[src/hw/flash_cmd_pkg.sv]
// package: constants for the flash command sequencer host controller
package flash_cmd_pkg;
  localparam int AddrW = 18;
  localparam int DataW = 16;

  // unlock addresses for word width; byte width uses shifted forms
  localparam logic [17:0] UnlockAddrAW = 18'h00555;
  localparam logic [17:0] UnlockAddrBW = 18'h002aa;
  localparam logic [17:0] UnlockAddrAB = 18'h00aaa;
  localparam logic [17:0] UnlockAddrBB = 18'h00555;

  localparam logic [7:0] DataUnlock1 = 8'haa;
  localparam logic [7:0] DataUnlock2 = 8'h55;
  localparam logic [7:0] CmdIdent = 8'h90;
  localparam logic [7:0] CmdProgram = 8'ha0;
  localparam logic [7:0] CmdBypassEnter = 8'h20;
  localparam logic [7:0] CmdEraseSetup = 8'h80;
  localparam logic [7:0] CmdChipErase = 8'h10;
  localparam logic [7:0] CmdReset = 8'hf0;
  localparam logic [7:0] CmdSuspend = 8'hb0;
  localparam logic [7:0] CmdResume = 8'h30;
  localparam logic [7:0] CmdBypassExit2 = 8'h00;

  // identifier read offsets (word width)
  localparam logic [17:0] IdMakerOff = 18'h00000;
  localparam logic [17:0] IdDeviceOff = 18'h00001;
  localparam logic [17:0] IdProtectOff = 18'h00002;
  localparam logic [17:0] IdContOff = 18'h00040;

  // bus cycle timing at 20 MHz (50 ns)
  localparam int ClkNs = 50;
  localparam int WeLowNs = 100;
  localparam int RdAccNs = 120;
  localparam int SetupNs = 50;
  localparam logic [3:0] WeLowCyc = 4'((WeLowNs + ClkNs - 1) / ClkNs);
  localparam logic [3:0] RdAccCyc = 4'((RdAccNs + ClkNs - 1) / ClkNs);
  localparam logic [3:0] SetupCyc = 4'((SetupNs + ClkNs - 1) / ClkNs);

  typedef enum logic [3:0] {
    OpReadArray, OpReset, OpIdEnter, OpIdRead, OpProgram, OpBypassEnter,
    OpBypassProgram, OpBypassExit, OpChipErase, OpSuspend, OpResume
  } op_t;
endpackage : flash_cmd_pkg

[src/hw/bus_cycle_engine.sv]
// single asynchronous flash bus cycle: write or read strobe timing
module bus_cycle_engine
  import flash_cmd_pkg::*;
(
  input wire logic clk, // system clock
  input wire logic rst_b, // async reset, active low
  input wire logic start, // one-cycle start pulse
  input wire logic isWrite, // 1 write cycle, 0 read cycle
  input wire logic [17:0] addr, // cycle address
  input wire logic [15:0] wdata, // write data
  input wire logic [15:0] pinDq, // synchronised data pins
  output logic done, // one-cycle done pulse
  output logic [15:0] rdata, // captured read data
  output logic [17:0] flashAddr, // address pins
  output logic [15:0] dqOut, // data out
  output logic dqOe, // data output enable
  output logic ceB, // chip enable, active low
  output logic weB, // write enable, active low
  output logic oeB // output enable, active low
);
  typedef enum logic [1:0] {Idle, Setup, Strobe, Hold} cyc_t;
  cyc_t st_q;
  logic [3:0] cnt_q;
  logic wr_q;

  always_ff @(posedge clk or negedge rst_b) begin
    if (!rst_b) begin
      st_q <= Idle;
      cnt_q <= 4'h0;
      wr_q <= 1'b0;
      flashAddr <= 18'h00000;
      dqOut <= 16'h0000;
      dqOe <= 1'b0;
      ceB <= 1'b1;
      weB <= 1'b1;
      oeB <= 1'b1;
      done <= 1'b0;
      rdata <= 16'h0000;
    end else begin
      done <= 1'b0;
      unique case (st_q)
        Idle: if (start) begin
          // address and data set up before the strobe falls
          wr_q <= isWrite;
          flashAddr <= addr;
          dqOut <= wdata;
          dqOe <= isWrite;
          ceB <= 1'b0;
          cnt_q <= SetupCyc;
          st_q <= Setup;
        end
        Setup: begin
          if (cnt_q <= 4'h1) begin
            // address latched on this falling edge
            weB <= ~wr_q;
            oeB <= wr_q;
            cnt_q <= wr_q ? WeLowCyc : RdAccCyc;
            st_q <= Strobe;
          end else begin
            cnt_q <= cnt_q - 4'h1;
          end
        end
        Strobe: begin
          if (cnt_q <= 4'h1) begin
            // data latched on rising edge of write enable
            weB <= 1'b1;
            oeB <= 1'b1;
            if (!wr_q) rdata <= pinDq;
            st_q <= Hold;
          end else begin
            cnt_q <= cnt_q - 4'h1;
          end
        end
        Hold: begin
          ceB <= 1'b1;
          dqOe <= 1'b0;
          done <= 1'b1;
          st_q <= Idle;
        end
      endcase
    end
  end
endmodule : bus_cycle_engine

[src/hw/flash_cmd_host.sv]
// host controller issuing flash command sequences through the device pins
// Functional notes
// - all sequence cycles are writes except array read and final identifier read
// - reset command leaves identifier mode or recovers after timeout failure
// - identifier entry is two unlocks plus command, only when idle
// - program is two unlocks, setup, then address and data
// - bypass entry is two unlocks plus bypass entry command
// - bypass program is setup then address and data, repeated
// - bypass exit is 90h then 00h, returning to read mode
// - chip erase is six writes: unlocks, setup, unlocks, erase command
// - address latched on later falling edge, data on earlier rising edge
module flash_cmd_host
  import flash_cmd_pkg::*;
(
  input wire logic clk, // 20 MHz clock
  input wire logic rst_b, // async reset, active low
  input wire logic reqValid, // user request valid
  output logic reqReady, // controller can take a request
  input wire flash_cmd_pkg::op_t reqOp, // requested operation
  input wire logic [17:0] reqAddr, // target address or id offset
  input wire logic [15:0] reqData, // program data
  input wire logic byteMode, // 1 byte width, 0 word width
  input wire logic hwResetReq, // pulse: assert device hardware reset
  output logic rspValid, // one-cycle answer pulse
  output logic [15:0] rspData, // read or status data
  output logic rspRefused, // one-cycle: request not legal now
  output logic busy, // sequence or device operation running
  output logic bypassMode, // unlock bypass active
  output logic idMode, // identifier mode active
  output logic suspended, // erase suspended
  output logic [17:0] flashAddr, // address pins
  output logic [15:0] dqOut, // data pins out
  output logic dqOe, // data pins drive enable
  input wire logic [15:0] dqIn, // data pins in
  output logic ceB, // chip enable, active low
  output logic weB, // write enable, active low
  output logic oeB, // output enable, active low
  output logic resetB, // device hardware reset, active low
  output logic byteB, // width select, low for byte
  input wire logic readyBusyIn // device ready_busy_out pin
);
  import flash_cmd_pkg::*;

  // ---------------------------------------------------------------
  // pin synchronisers
  // ---------------------------------------------------------------
  logic [15:0] dqS1_q, dqS2_q;
  logic rbS1_q, rbS2_q;
  always_ff @(posedge clk or negedge rst_b) begin
    if (!rst_b) begin
      dqS1_q <= 16'h0000;
      dqS2_q <= 16'h0000;
      rbS1_q <= 1'b1;
      rbS2_q <= 1'b1;
    end else begin
      dqS1_q <= dqIn;
      dqS2_q <= dqS1_q;
      rbS1_q <= readyBusyIn;
      rbS2_q <= rbS1_q;
    end
  end

  // ---------------------------------------------------------------
  // sequence step table
  // ---------------------------------------------------------------
  typedef enum logic [2:0] {Idle, Issue, WaitCyc, WaitBusy, Respond} st_t;
  st_t st_q;
  op_t op_q;
  logic [2:0] step_q, nSteps;
  logic [17:0] addr_q, stepAddr;
  logic [15:0] data_q, stepData;
  logic stepWrite, cycStart, cycDone;
  logic [15:0] cycRdata;
  logic [17:0] uA, uB, idBase;
  logic refuse, wantsBusy;

  // unlock addresses scale with bus width
  assign uA = byteMode ? UnlockAddrAB : UnlockAddrAW;
  assign uB = byteMode ? UnlockAddrBB : UnlockAddrBW;
  assign idBase = byteMode ? {addr_q[16:0], 1'b0} : addr_q;

  always_comb begin
    nSteps = 3'd1;
    stepWrite = 1'b1;
    stepAddr = uA;
    stepData = {8'h00, CmdReset}; // upper byte zero in commands
    unique case (op_q)
      OpReadArray: begin
        stepWrite = 1'b0; // plain array read
        stepAddr = addr_q;
      end
      OpReset: stepAddr = 18'h00000; // address don't care
      OpIdRead: begin
        stepWrite = 1'b0; // repeated reads without re-entry
        stepAddr = idBase; // offsets 00h/01h/02h, 40h continuation
      end
      OpSuspend: begin
        stepAddr = 18'h00000;
        stepData = {8'h00, CmdSuspend};
      end
      OpResume: begin
        stepAddr = 18'h00000;
        stepData = {8'h00, CmdResume};
      end
      OpBypassProgram: begin
        nSteps = 3'd2; // setup then address/data
        stepAddr = (step_q == 3'd0) ? 18'h00000 : addr_q;
        stepData = (step_q == 3'd0) ? {8'h00, CmdProgram} : data_q;
      end
      OpBypassExit: begin
        nSteps = 3'd2;
        stepAddr = 18'h00000;
        stepData = {8'h00, (step_q == 3'd0) ? CmdIdent : CmdBypassExit2};
      end
      default: begin
        // unlock-prefixed sequences
        nSteps = (op_q == OpChipErase) ? 3'd6 : (op_q == OpProgram) ? 3'd4 : 3'd3;
        unique case (step_q)
          3'd0: begin
            stepAddr = uA;
            stepData = {8'h00, DataUnlock1};
          end
          3'd3: begin
            // fourth program cycle carries address and data; erase repeats the unlock
            stepAddr = (op_q == OpChipErase) ? uA : addr_q;
            stepData = (op_q == OpChipErase) ? {8'h00, DataUnlock1} : data_q;
          end
          3'd1, 3'd4: begin
            stepAddr = uB;
            stepData = {8'h00, DataUnlock2};
          end
          3'd2: begin
            stepAddr = uA;
            unique case (op_q)
              OpIdEnter: stepData = {8'h00, CmdIdent};
              OpProgram: stepData = {8'h00, CmdProgram};
              OpBypassEnter: stepData = {8'h00, CmdBypassEnter};
              default: stepData = {8'h00, CmdEraseSetup};
            endcase
          end
          3'd5: begin
            stepAddr = uA;
            stepData = {8'h00, CmdChipErase};
          end
          default: begin
            stepAddr = addr_q; // program address and data
            stepData = data_q;
          end
        endcase
      end
    endcase
  end

  // legality of the request against tracked device mode
  always_comb begin
    unique case (reqOp)
      OpIdEnter: refuse = bypassMode || idMode;
      OpIdRead: refuse = !idMode;
      OpSuspend: refuse = 1'b1; // only sector erase may be suspended
      OpResume: refuse = !suspended;
      OpBypassProgram, OpBypassExit: refuse = !bypassMode;
      OpChipErase, OpBypassEnter: refuse = bypassMode || idMode || suspended;
      OpProgram, OpReadArray: refuse = bypassMode || idMode;
      OpReset: refuse = bypassMode;
      default: refuse = 1'b1;
    endcase
  end

  assign wantsBusy = (op_q == OpProgram) || (op_q == OpBypassProgram) || (op_q == OpChipErase);
  assign reqReady = (st_q == Idle) && !hwResetReq;
  assign cycStart = (st_q == Issue);
  assign busy = (st_q != Idle);

  // ---------------------------------------------------------------
  // sequencer
  // ---------------------------------------------------------------
  logic [3:0] busyWait_q;
  always_ff @(posedge clk or negedge rst_b) begin
    if (!rst_b) begin
      st_q <= Idle;
      op_q <= OpReadArray;
      step_q <= 3'd0;
      addr_q <= 18'h00000;
      data_q <= 16'h0000;
      busyWait_q <= 4'h0;
      rspValid <= 1'b0;
      rspRefused <= 1'b0;
      rspData <= 16'h0000;
    end else begin
      rspValid <= 1'b0;
      rspRefused <= 1'b0;
      if (hwResetReq) begin
        st_q <= Idle; // hardware reset ends any operation
      end else begin
        unique case (st_q)
          Idle: if (reqValid) begin
            if (refuse) begin
              rspValid <= 1'b1;
              rspRefused <= 1'b1;
            end else begin
              op_q <= reqOp;
              addr_q <= reqAddr;
              data_q <= reqData;
              step_q <= 3'd0;
              st_q <= Issue;
            end
          end
          Issue: st_q <= WaitCyc;
          WaitCyc: if (cycDone) begin
            if (step_q + 3'd1 < nSteps) begin
              step_q <= step_q + 3'd1;
              st_q <= Issue;
            end else if (wantsBusy) begin
              busyWait_q <= 4'h4; // allow ready/busy to fall and sync
              st_q <= WaitBusy;
            end else begin
              rspData <= stepWrite ? 16'h0000 : cycRdata;
              st_q <= Respond;
            end
          end
          WaitBusy: begin
            // no command written until ready/busy returns high
            if (busyWait_q != 4'h0) busyWait_q <= busyWait_q - 4'h1;
            else if (rbS2_q) st_q <= Respond;
          end
          Respond: begin
            rspValid <= 1'b1;
            st_q <= Idle;
          end
          default: st_q <= Idle;
        endcase
      end
    end
  end

  // ---------------------------------------------------------------
  // tracked device mode
  // ---------------------------------------------------------------
  always_ff @(posedge clk or negedge rst_b) begin
    if (!rst_b) begin
      bypassMode <= 1'b0;
      idMode <= 1'b0;
      suspended <= 1'b0;
    end else if (hwResetReq) begin
      bypassMode <= 1'b0;
      idMode <= 1'b0;
      suspended <= 1'b0;
    end else if (st_q == Respond) begin
      unique case (op_q)
        OpIdEnter: idMode <= 1'b1;
        OpReset: idMode <= 1'b0; // back to read or suspend-read
        OpBypassEnter: bypassMode <= 1'b1;
        OpBypassExit: bypassMode <= 1'b0;
        OpResume: suspended <= 1'b0;
        default: ;
      endcase
    end
  end

  // ---------------------------------------------------------------
  // reset and width pins
  // ---------------------------------------------------------------
  always_ff @(posedge clk or negedge rst_b) begin
    if (!rst_b) begin
      resetB <= 1'b0;
      byteB <= 1'b1;
    end else begin
      resetB <= !hwResetReq;
      byteB <= !byteMode;
    end
  end

  bus_cycle_engine u_cycle (
    .clk(clk), .rst_b(rst_b), .start(cycStart), .isWrite(stepWrite), .addr(stepAddr), .wdata(stepData),
    .pinDq(dqS2_q), .done(cycDone), .rdata(cycRdata), .flashAddr(flashAddr), .dqOut(dqOut), .dqOe(dqOe),
    .ceB(ceB), .weB(weB), .oeB(oeB)
  );
endmodule : flash_cmd_host

[config.mk]
export PLATFORM = sky130hd
export DESIGN_NAME = flash_cmd_host
export DESIGN_NICKNAME = d
export VERILOG_FILES = /design/src/hw/flash_cmd_pkg.sv /design/src/hw/bus_cycle_engine.sv /design/src/hw/flash_cmd_host.sv
export SDC_FILE = /design/constraint.sdc
export NUM_CORES = 1
export LEC_CHECK = 0
export BUFFER_PORTS_ARGS = -buffer_cell sky130_fd_sc_hd__buf_2
export CORE_MARGIN = 4
export CORE_UTILIZATION = 40
export CTS_BUF_LIST = sky130_fd_sc_hd__clkbuf_8
export DETAILED_ROUTE_END_ITERATION = 8
export PLACE_DENSITY = 0.64
export SLEW_MARGIN = 10
export SYNTH_ARGS = -nofsm -noshare
export SYNTH_HDL_FRONTEND = slang
export SYNTH_SLANG_ARGS = --single-unit
[constraint.sdc]
create_clock -name clk -period 2.1 [get_ports clk]
set_input_delay 0.105 -clock clk [delete_from_list [all_inputs] [get_ports clk]]
set_output_delay 0.105 -clock clk [all_outputs]
set_load 0.01 [all_outputs]
After elaboration in Yosys (flattened, before gate mapping)
Index checks and enable logic that the tools add are counted.
- register bits after elaboration: 167
- bits in latches: 0
- RAM bits: 0
- bits in read-only memories: 0
- input port bits: 60
- output and inout bits: 63
- logic and storage cells: 208
- memories: 0
- $add $sub $neg: 3
- multiply operators: 0
- div/mod/pow operators: 0
- order comparisons: 2
- equality and inequality tests: 47
- shift operators: 0
- mux-type cells: 72
- bitwise logic cells: 5
- reduce and logical (&&, ||, !) cells: 50
- operators by type and width (kind ; count):
    $pmux W16 S5 ; 2
    $pmux W18 S4 ; 1
    $mux W18 ; 3
    $pmux W18 S3 ; 1
    $mux W16 ; 3
    $mux W3 ; 14
    $eq A4 B3 Y1 const B ; 8
    $mux W4 ; 7
    $pmux W8 S3 ; 1
    $eq A4 B4 Y1 const B ; 5
    $mux W1 ; 20
    $eq A4 B2 Y1 const B ; 4
    $ne A2 B2 Y1 const B ; 8
    $pmux W1 S2 ; 7
    $eq A3 B2 Y1 const B ; 4
    $mux W12 ; 1
    $ne A3 B3 Y1 const B ; 4
    $pmux W3 S2 ; 2
    $pmux W3 S4 ; 1
    $pmux W4 S3 ; 1
    $reduce_and A3 Y1 ; 4
    $reduce_and A6 Y1 ; 2
    $reduce_bool A2 Y1 ; 6
    $reduce_bool A3 Y1 ; 4
    32 further kinds ; 66

Longest topological paths before layout
- depth after elaboration: 9
- mapped depth: 13
- depth with buffers taken out: 10

Hierarchy
Synthesis repeated with hierarchy kept, for this count alone.
- cell total of the unflattened synthesis: 660
- area total of the unflattened synthesis: 7656.1 µm²
- by module, submodules not included (module ; times used ; cells each ; area an instance (µm²) ; sequential area each (µm²)):
    flash_cmd_host ; 1 ; 482 ; 5009.8 ; 2606.2
    bus_cycle_engine ; 1 ; 178 ; 2646.3 ; 1555.2

Least setup slack after synthesis
OpenSTA, ideal clock, no wires.
- kind: reg-to-reg
- from: register op_q[0]
- to: register st_q[2]
- arrival time: 2.143 ns
- required time: 1.970 ns
- slack: -0.173 ns
- stages on the path, launching flop included: 11
- buffers on the path: 3
- period minus slack after synthesis: 2.273 ns
- cells stage by stage: dfrtp_1 -> buf_4 -> clkbuf_1 -> xor2_1 -> o22ai_1 -> ha_1 -> a221o_1 -> and3b_1 -> nand3_1 -> buf_2 -> o21ai_0
- cells in the longest elaborated chain, start to end: 9
- elaborated cells between the ends (all ways): 22
- ends and longest elaborated chain (item ; line ; RTL):
    from (decl) ; flash_cmd_host.sv:68 ; op_t op_q;
    from (signal assigned) ; flash_cmd_host.sv:181 ; op_q <= OpReadArray;
    from (signal assigned) ; flash_cmd_host.sv:201 ; op_q <= reqOp;
    $eq A4 B3 Y1 ; flash_cmd_host.sv:117, flash_cmd_host.sv:169 ;
    $mux W3 (2 in a row) ; flash_cmd_host.sv:117 ; nSteps = (op_q == OpChipErase) ? 3'd6 : (op_q == OpProgram) ? 3'd4 : 3'd3;
    $pmux W3 S2 ; flash_cmd_host.sv:87 ; unique case (op_q)
    $lt A3 B3 Y1 ; flash_cmd_host.sv:210 ; if (step_q + 3'd1 < nSteps) begin
    $mux W3 (*) ; flash_cmd_host.sv:210 ;
    $mux W3 (*) ; flash_cmd_host.sv:209 ; WaitCyc: if (cycDone) begin
    $pmux W3 S4 (*) ; flash_cmd_host.sv:195 ; unique case (st_q)
    $mux W3 (*) ; flash_cmd_host.sv:192 ; if (hwResetReq) begin
    to (signal assigned) ; flash_cmd_host.sv:193 ; st_q <= Idle;
    to (signal assigned) ; flash_cmd_host.sv:208 ; Issue: st_q <= WaitCyc;
    to (signal assigned) ; flash_cmd_host.sv:212 ; st_q <= Issue;
    to (decl) ; flash_cmd_host.sv:67 ; st_t st_q;
Every way passes the cells marked *; elsewhere a longest branch is shown, timed or not. The select of a mux whose other input is x is not followed.
A chain may end at the register's enable or synchronous reset.

Worst setup path in the final report
- from: register step_q[0]
- to: register rspData[3]
- cells in the longest elaborated chain, start to end: 4
- ends and longest elaborated chain (item ; line ; RTL):
    from (decl) ; flash_cmd_host.sv:69 ; logic [2:0] step_q, nSteps;
    from (signal assigned) ; flash_cmd_host.sv:211 ; step_q <= step_q + 3'd1;
    $add A3 B1 Y3 ; flash_cmd_host.sv:210 ;
    $lt A3 B3 Y1 ; flash_cmd_host.sv:210 ;
    $not A1 Y1 (no source line) ; - ;
    $reduce_and A5 Y1 (no source line) ; - ;
    to (signal assigned) ; flash_cmd_host.sv:217 ; rspData <= stepWrite ? 16'h0000 : cycRdata;
    to (decl) ; flash_cmd_host.sv:25 ; output logic [15:0] rspData,
No other way between the ends.

==> impl_metrics.ini <==
[status]
status = complete, but fails checks
violations = setup timing

[pwr]
p_switching_mw = 4.07
combPwrFrac_pct = 38.9
p_seq_share_pct = 40.3
cellPowerDensity_mw_per_mm2 = 1140
p_int_mw = 7.57
swShare_pct = 35.0
leakage_nw = 4.69
clockPowerShare_pct = 20.8
vdd_drop_max_mv = 0.556

[floorplanning]
dieArea_mm2 = 0.0209
rows = 49
ios = 123
die_w_um = 145
fp.dieH_um = 145
start_util_pct = 41.1
core_area_mm2 = 0.0181

[sta]
tns_ns = -1.45
grt_setup_unrepaired = true
setup_violations = 22
period_needed_ns = 2.19
max_freq_mhz = 456
slew_viol_final = 0
finalHoldViolations = 0
setup_slack_ns = -0.0947
finClkSkew_ns = 0.0198
final.period_utilization_pct = 105

[synth]
synth-edff-count = 0
ys_ff_latch = 166
syn_avg_cell_area_um2 = 11.0
ys_warn_count = 0
synthArstFlopShare_pct = 100
netlist_area_mm2 = 0.00746
synth_cells = 679
yosysSeqAreaShare_pct = 55.8
synth_top_area_share_pct = 53.7
yosys.cell_types.count = 78
synth_flop_cell = dfrtp_1
synthesis.nets = 753
yosys.area.top_type = dfrtp_1
synth_area_leaders = dfrtp_1, mux2_2, nand2_1, o21ai_0, nor2_1

[final_layout]
drive_above_1_share_pct = 38.1
finish.utilization_pct = 56.4
layoutNonFillerInstCount = 1160
diodes = 0
layout_commonest_cell = dfrtp_1
synthToLayoutAreaGrowth_pct = 37.2
final_cell_mix = dfrtp_1, buf_2, nand2_1, buf_4, dlygate4sd3_1
nets = 992
fillers = 1539

[placed_design]
numPortBuffers = 121
dp_hpwl_um = 12200
gp_congestion = 0.833
dp_cells = 1052

[global_route]
grt_max_degree = 53
overflow = 0
grt_pass1_vias = 5894
antenna_found_initial = 0
grt_pass1_wl_um = 29300
grt.total_usage_pct = 17.5

[min_path]
hold_path.class = in -> async

[setup_path]
critical_path_buf_inv_count = 2
path_max_fanout = 16
worst_path_largest_cell_delay_ns = 0.42
arrival_ns = 2.53
critPathLaunch = step_q[0]$_DFFE_PN0P_
setup.worst_path.class = reg -> reg
timing.rr.end = rspData[3]$_DFFE_PN0P_
r2r_cells = 9
cp_slowest_cell = dfrtp_1
reg2reg_setup_slack_ns = -0.09
crit_path_end_kind = flip-flop
cpMostUsedCell = ha_4
crit_chain = ha_2, ha_4, inv_2, ha_4, a221o_1, and3b_1, nand3_4, clkbuf_16, o21ai_0
crit_required_ns = 2.44
crit_end = rspData[3]$_DFFE_PN0P_
cp.depth = 9
path_delay_family = adder cells
startpoint_type = flip-flop
reg2reg_from = step_q[0]$_DFFE_PN0P_

[run]
cap_violations = 0

[drt]
dr.pass1.iters = 7
antenna_left = 0
drtIter0Drc = 477
avgViaCountPerCell = 5.10
route.vias.total = 5917
wl_per_cell_um = 16.1
routed_wl_um = 18700
drt_drc_violations_left = 0

[clock_network]
cts_max_level = 4
clockBufferDepth = 2
tritoncts = done
clock-sinks = 166
clk_pin_slew_ns = 0.09
clock_latency_ns = 0.45
root_buffer = clkbuf_8
cts_made_buffers = 17
[worst register-to-register path: stages (launching register included)]
cell       delay [ns]
dfrtp_1          0.42
ha_2             0.20
ha_4             0.26
inv_2            0.04
ha_4             0.20
a221o_1          0.35
and3b_1          0.22
nand3_4          0.12
clkbuf_16        0.19
o21ai_0          0.09
[power by group through the flow]
| stage | registers, mW | logic [mW] | clock network (mW) |
|---|---|---|---|
| CTS | 4.69 | 4.24 | 2.51 |
| global placement | 4.72 | 4.03 | 0 |
| finish | 4.69 | 4.52 | 2.42 |
| detailed placement | 4.75 | 4.10 | 0 |
| global route | 4.80 | 4.97 | 2.64 |
| floorplan | 4.77 | 2.53 | 0 |
[area by class of cell]
class / instances / area [um^2] / area share (%)
inverter: 24 / 90.1 / 0.881
tap: 229 / 287 / 2.80
multi-input combinational: 451 / 3260 / 31.9
clock buffer: 18 / 248 / 2.42
clock inverter: 14 / 173 / 1.69
sequential: 166 / 4160 / 40.7
timing repair buffer: 258 / 2010 / 19.6
[through the flow]
step | hold slack (ns) | setup slack (ns) | area, um^2 | power (mW)
after global placement | 0.0672 | -0.0419 | 8760 | 8.75
after global routing | 0.159 | -0.169 | 10200 | 12.4
after floorplan | -0.191 | -0.00630 | 7560 | 7.30
final | 0.144 | -0.0947 | 10200 | 11.6
after detailed placement | 0.0672 | -0.0800 | 8760 | 8.85
after CTS | 0.135 | -0.0744 | 9800 | 11.4
[cell families (layout without fill, tap and decap cells)]
| kind of cell | Yosys count | in the layout | synth area share (%) |
|---|---|---|---|
| compound gates | 165 | 165 | 15.1 |
| mux | 57 | 57 | 8.59 |
| simple gates | 211 | 211 | 13.7 |
| xor+xnor | 3 | 3 | 0.352 |
| buf+inv | 62 | 314 | 4.03 |
| flops | 166 | 166 | 55.8 |
| other cells | 1 | 1 | 0.0503 |
| fa+ha+maj | 14 | 14 | 2.35 |
[per-layer routing]
metal | global-route usage [%] | vias up | share of wire, %
li1 | - | 2869 | -
met1 | 23.4 | 2899 | 45
met2 | 28.7 | 127 | 49
met3 | 3.31 | 22 | 4.0
met4 | 5.94 | 0 | 1.6
met5 | 0 | - | 0
[repair_timing]
action,in CTS,in global routing
endpoints found under the hold margin,197,0
buffers inserted,3,8
gates cloned,0,6
resized for setup,15,55
setup endpoints to repair,36,85
pin swaps,3,17
hold buffers,59,0
[worst min path at each step]
stage / start / endpoint / slack, ns / cells after the start
floorplan: rst_b / addr_q[0]$_DFFE_PN0P_ / -0.19 / 0
global placement: rst_b / dqS1_q[4]$_DFF_PN0_ / 0.07 / 1
detailed placement: rst_b / dqS1_q[4]$_DFF_PN0_ / 0.07 / 1
CTS: rst_b / dqS1_q[4]$_DFF_PN0_ / 0.13 / 2
global route: rst_b / dqS1_q[4]$_DFF_PN0_ / 0.16 / 2
finish: rst_b / dqS1_q[4]$_DFF_PN0_ / 0.14 / 2
[flip-flops by register name, summed over array words and instances, names as in the netlist, 2 cells and up]
register           cells
st_q                   3
rspData               16
u_cycle.cnt_q          4
dqS1_q                16
op_q                   4
u_cycle.dqOut         16
dqS2_q                16
step_q                 3
busyWait_q             4
addr_q                18
u_cycle.flashAddr     18
u_cycle.rdata         16
data_q                16
u_cycle.st_q           2
[synth_stat cells, drive strengths merged (3+ instances only)]
cell type / instances
a21o: 6
a221oi: 7
a222oi: 6
nor3b: 3
dfrtp: 160
nand2b: 14
buf: 24
nor4: 4
a22o: 4
nand2: 90
inv: 24
a311oi: 3
o22ai: 7
nor3: 10
o31ai: 5
a2bb2oi: 3
a211oi: 3
dfstp: 6
o21ai: 53
o21ba: 3
ha: 14
a31oi: 7
a22oi: 7
nor2b: 6
nor2: 48
o21bai: 3
or2: 6
clkbuf: 14
mux2: 56
and2: 6
nand3: 9
a21oi: 31
or3b: 3
(Power assumes the default switching activity.)
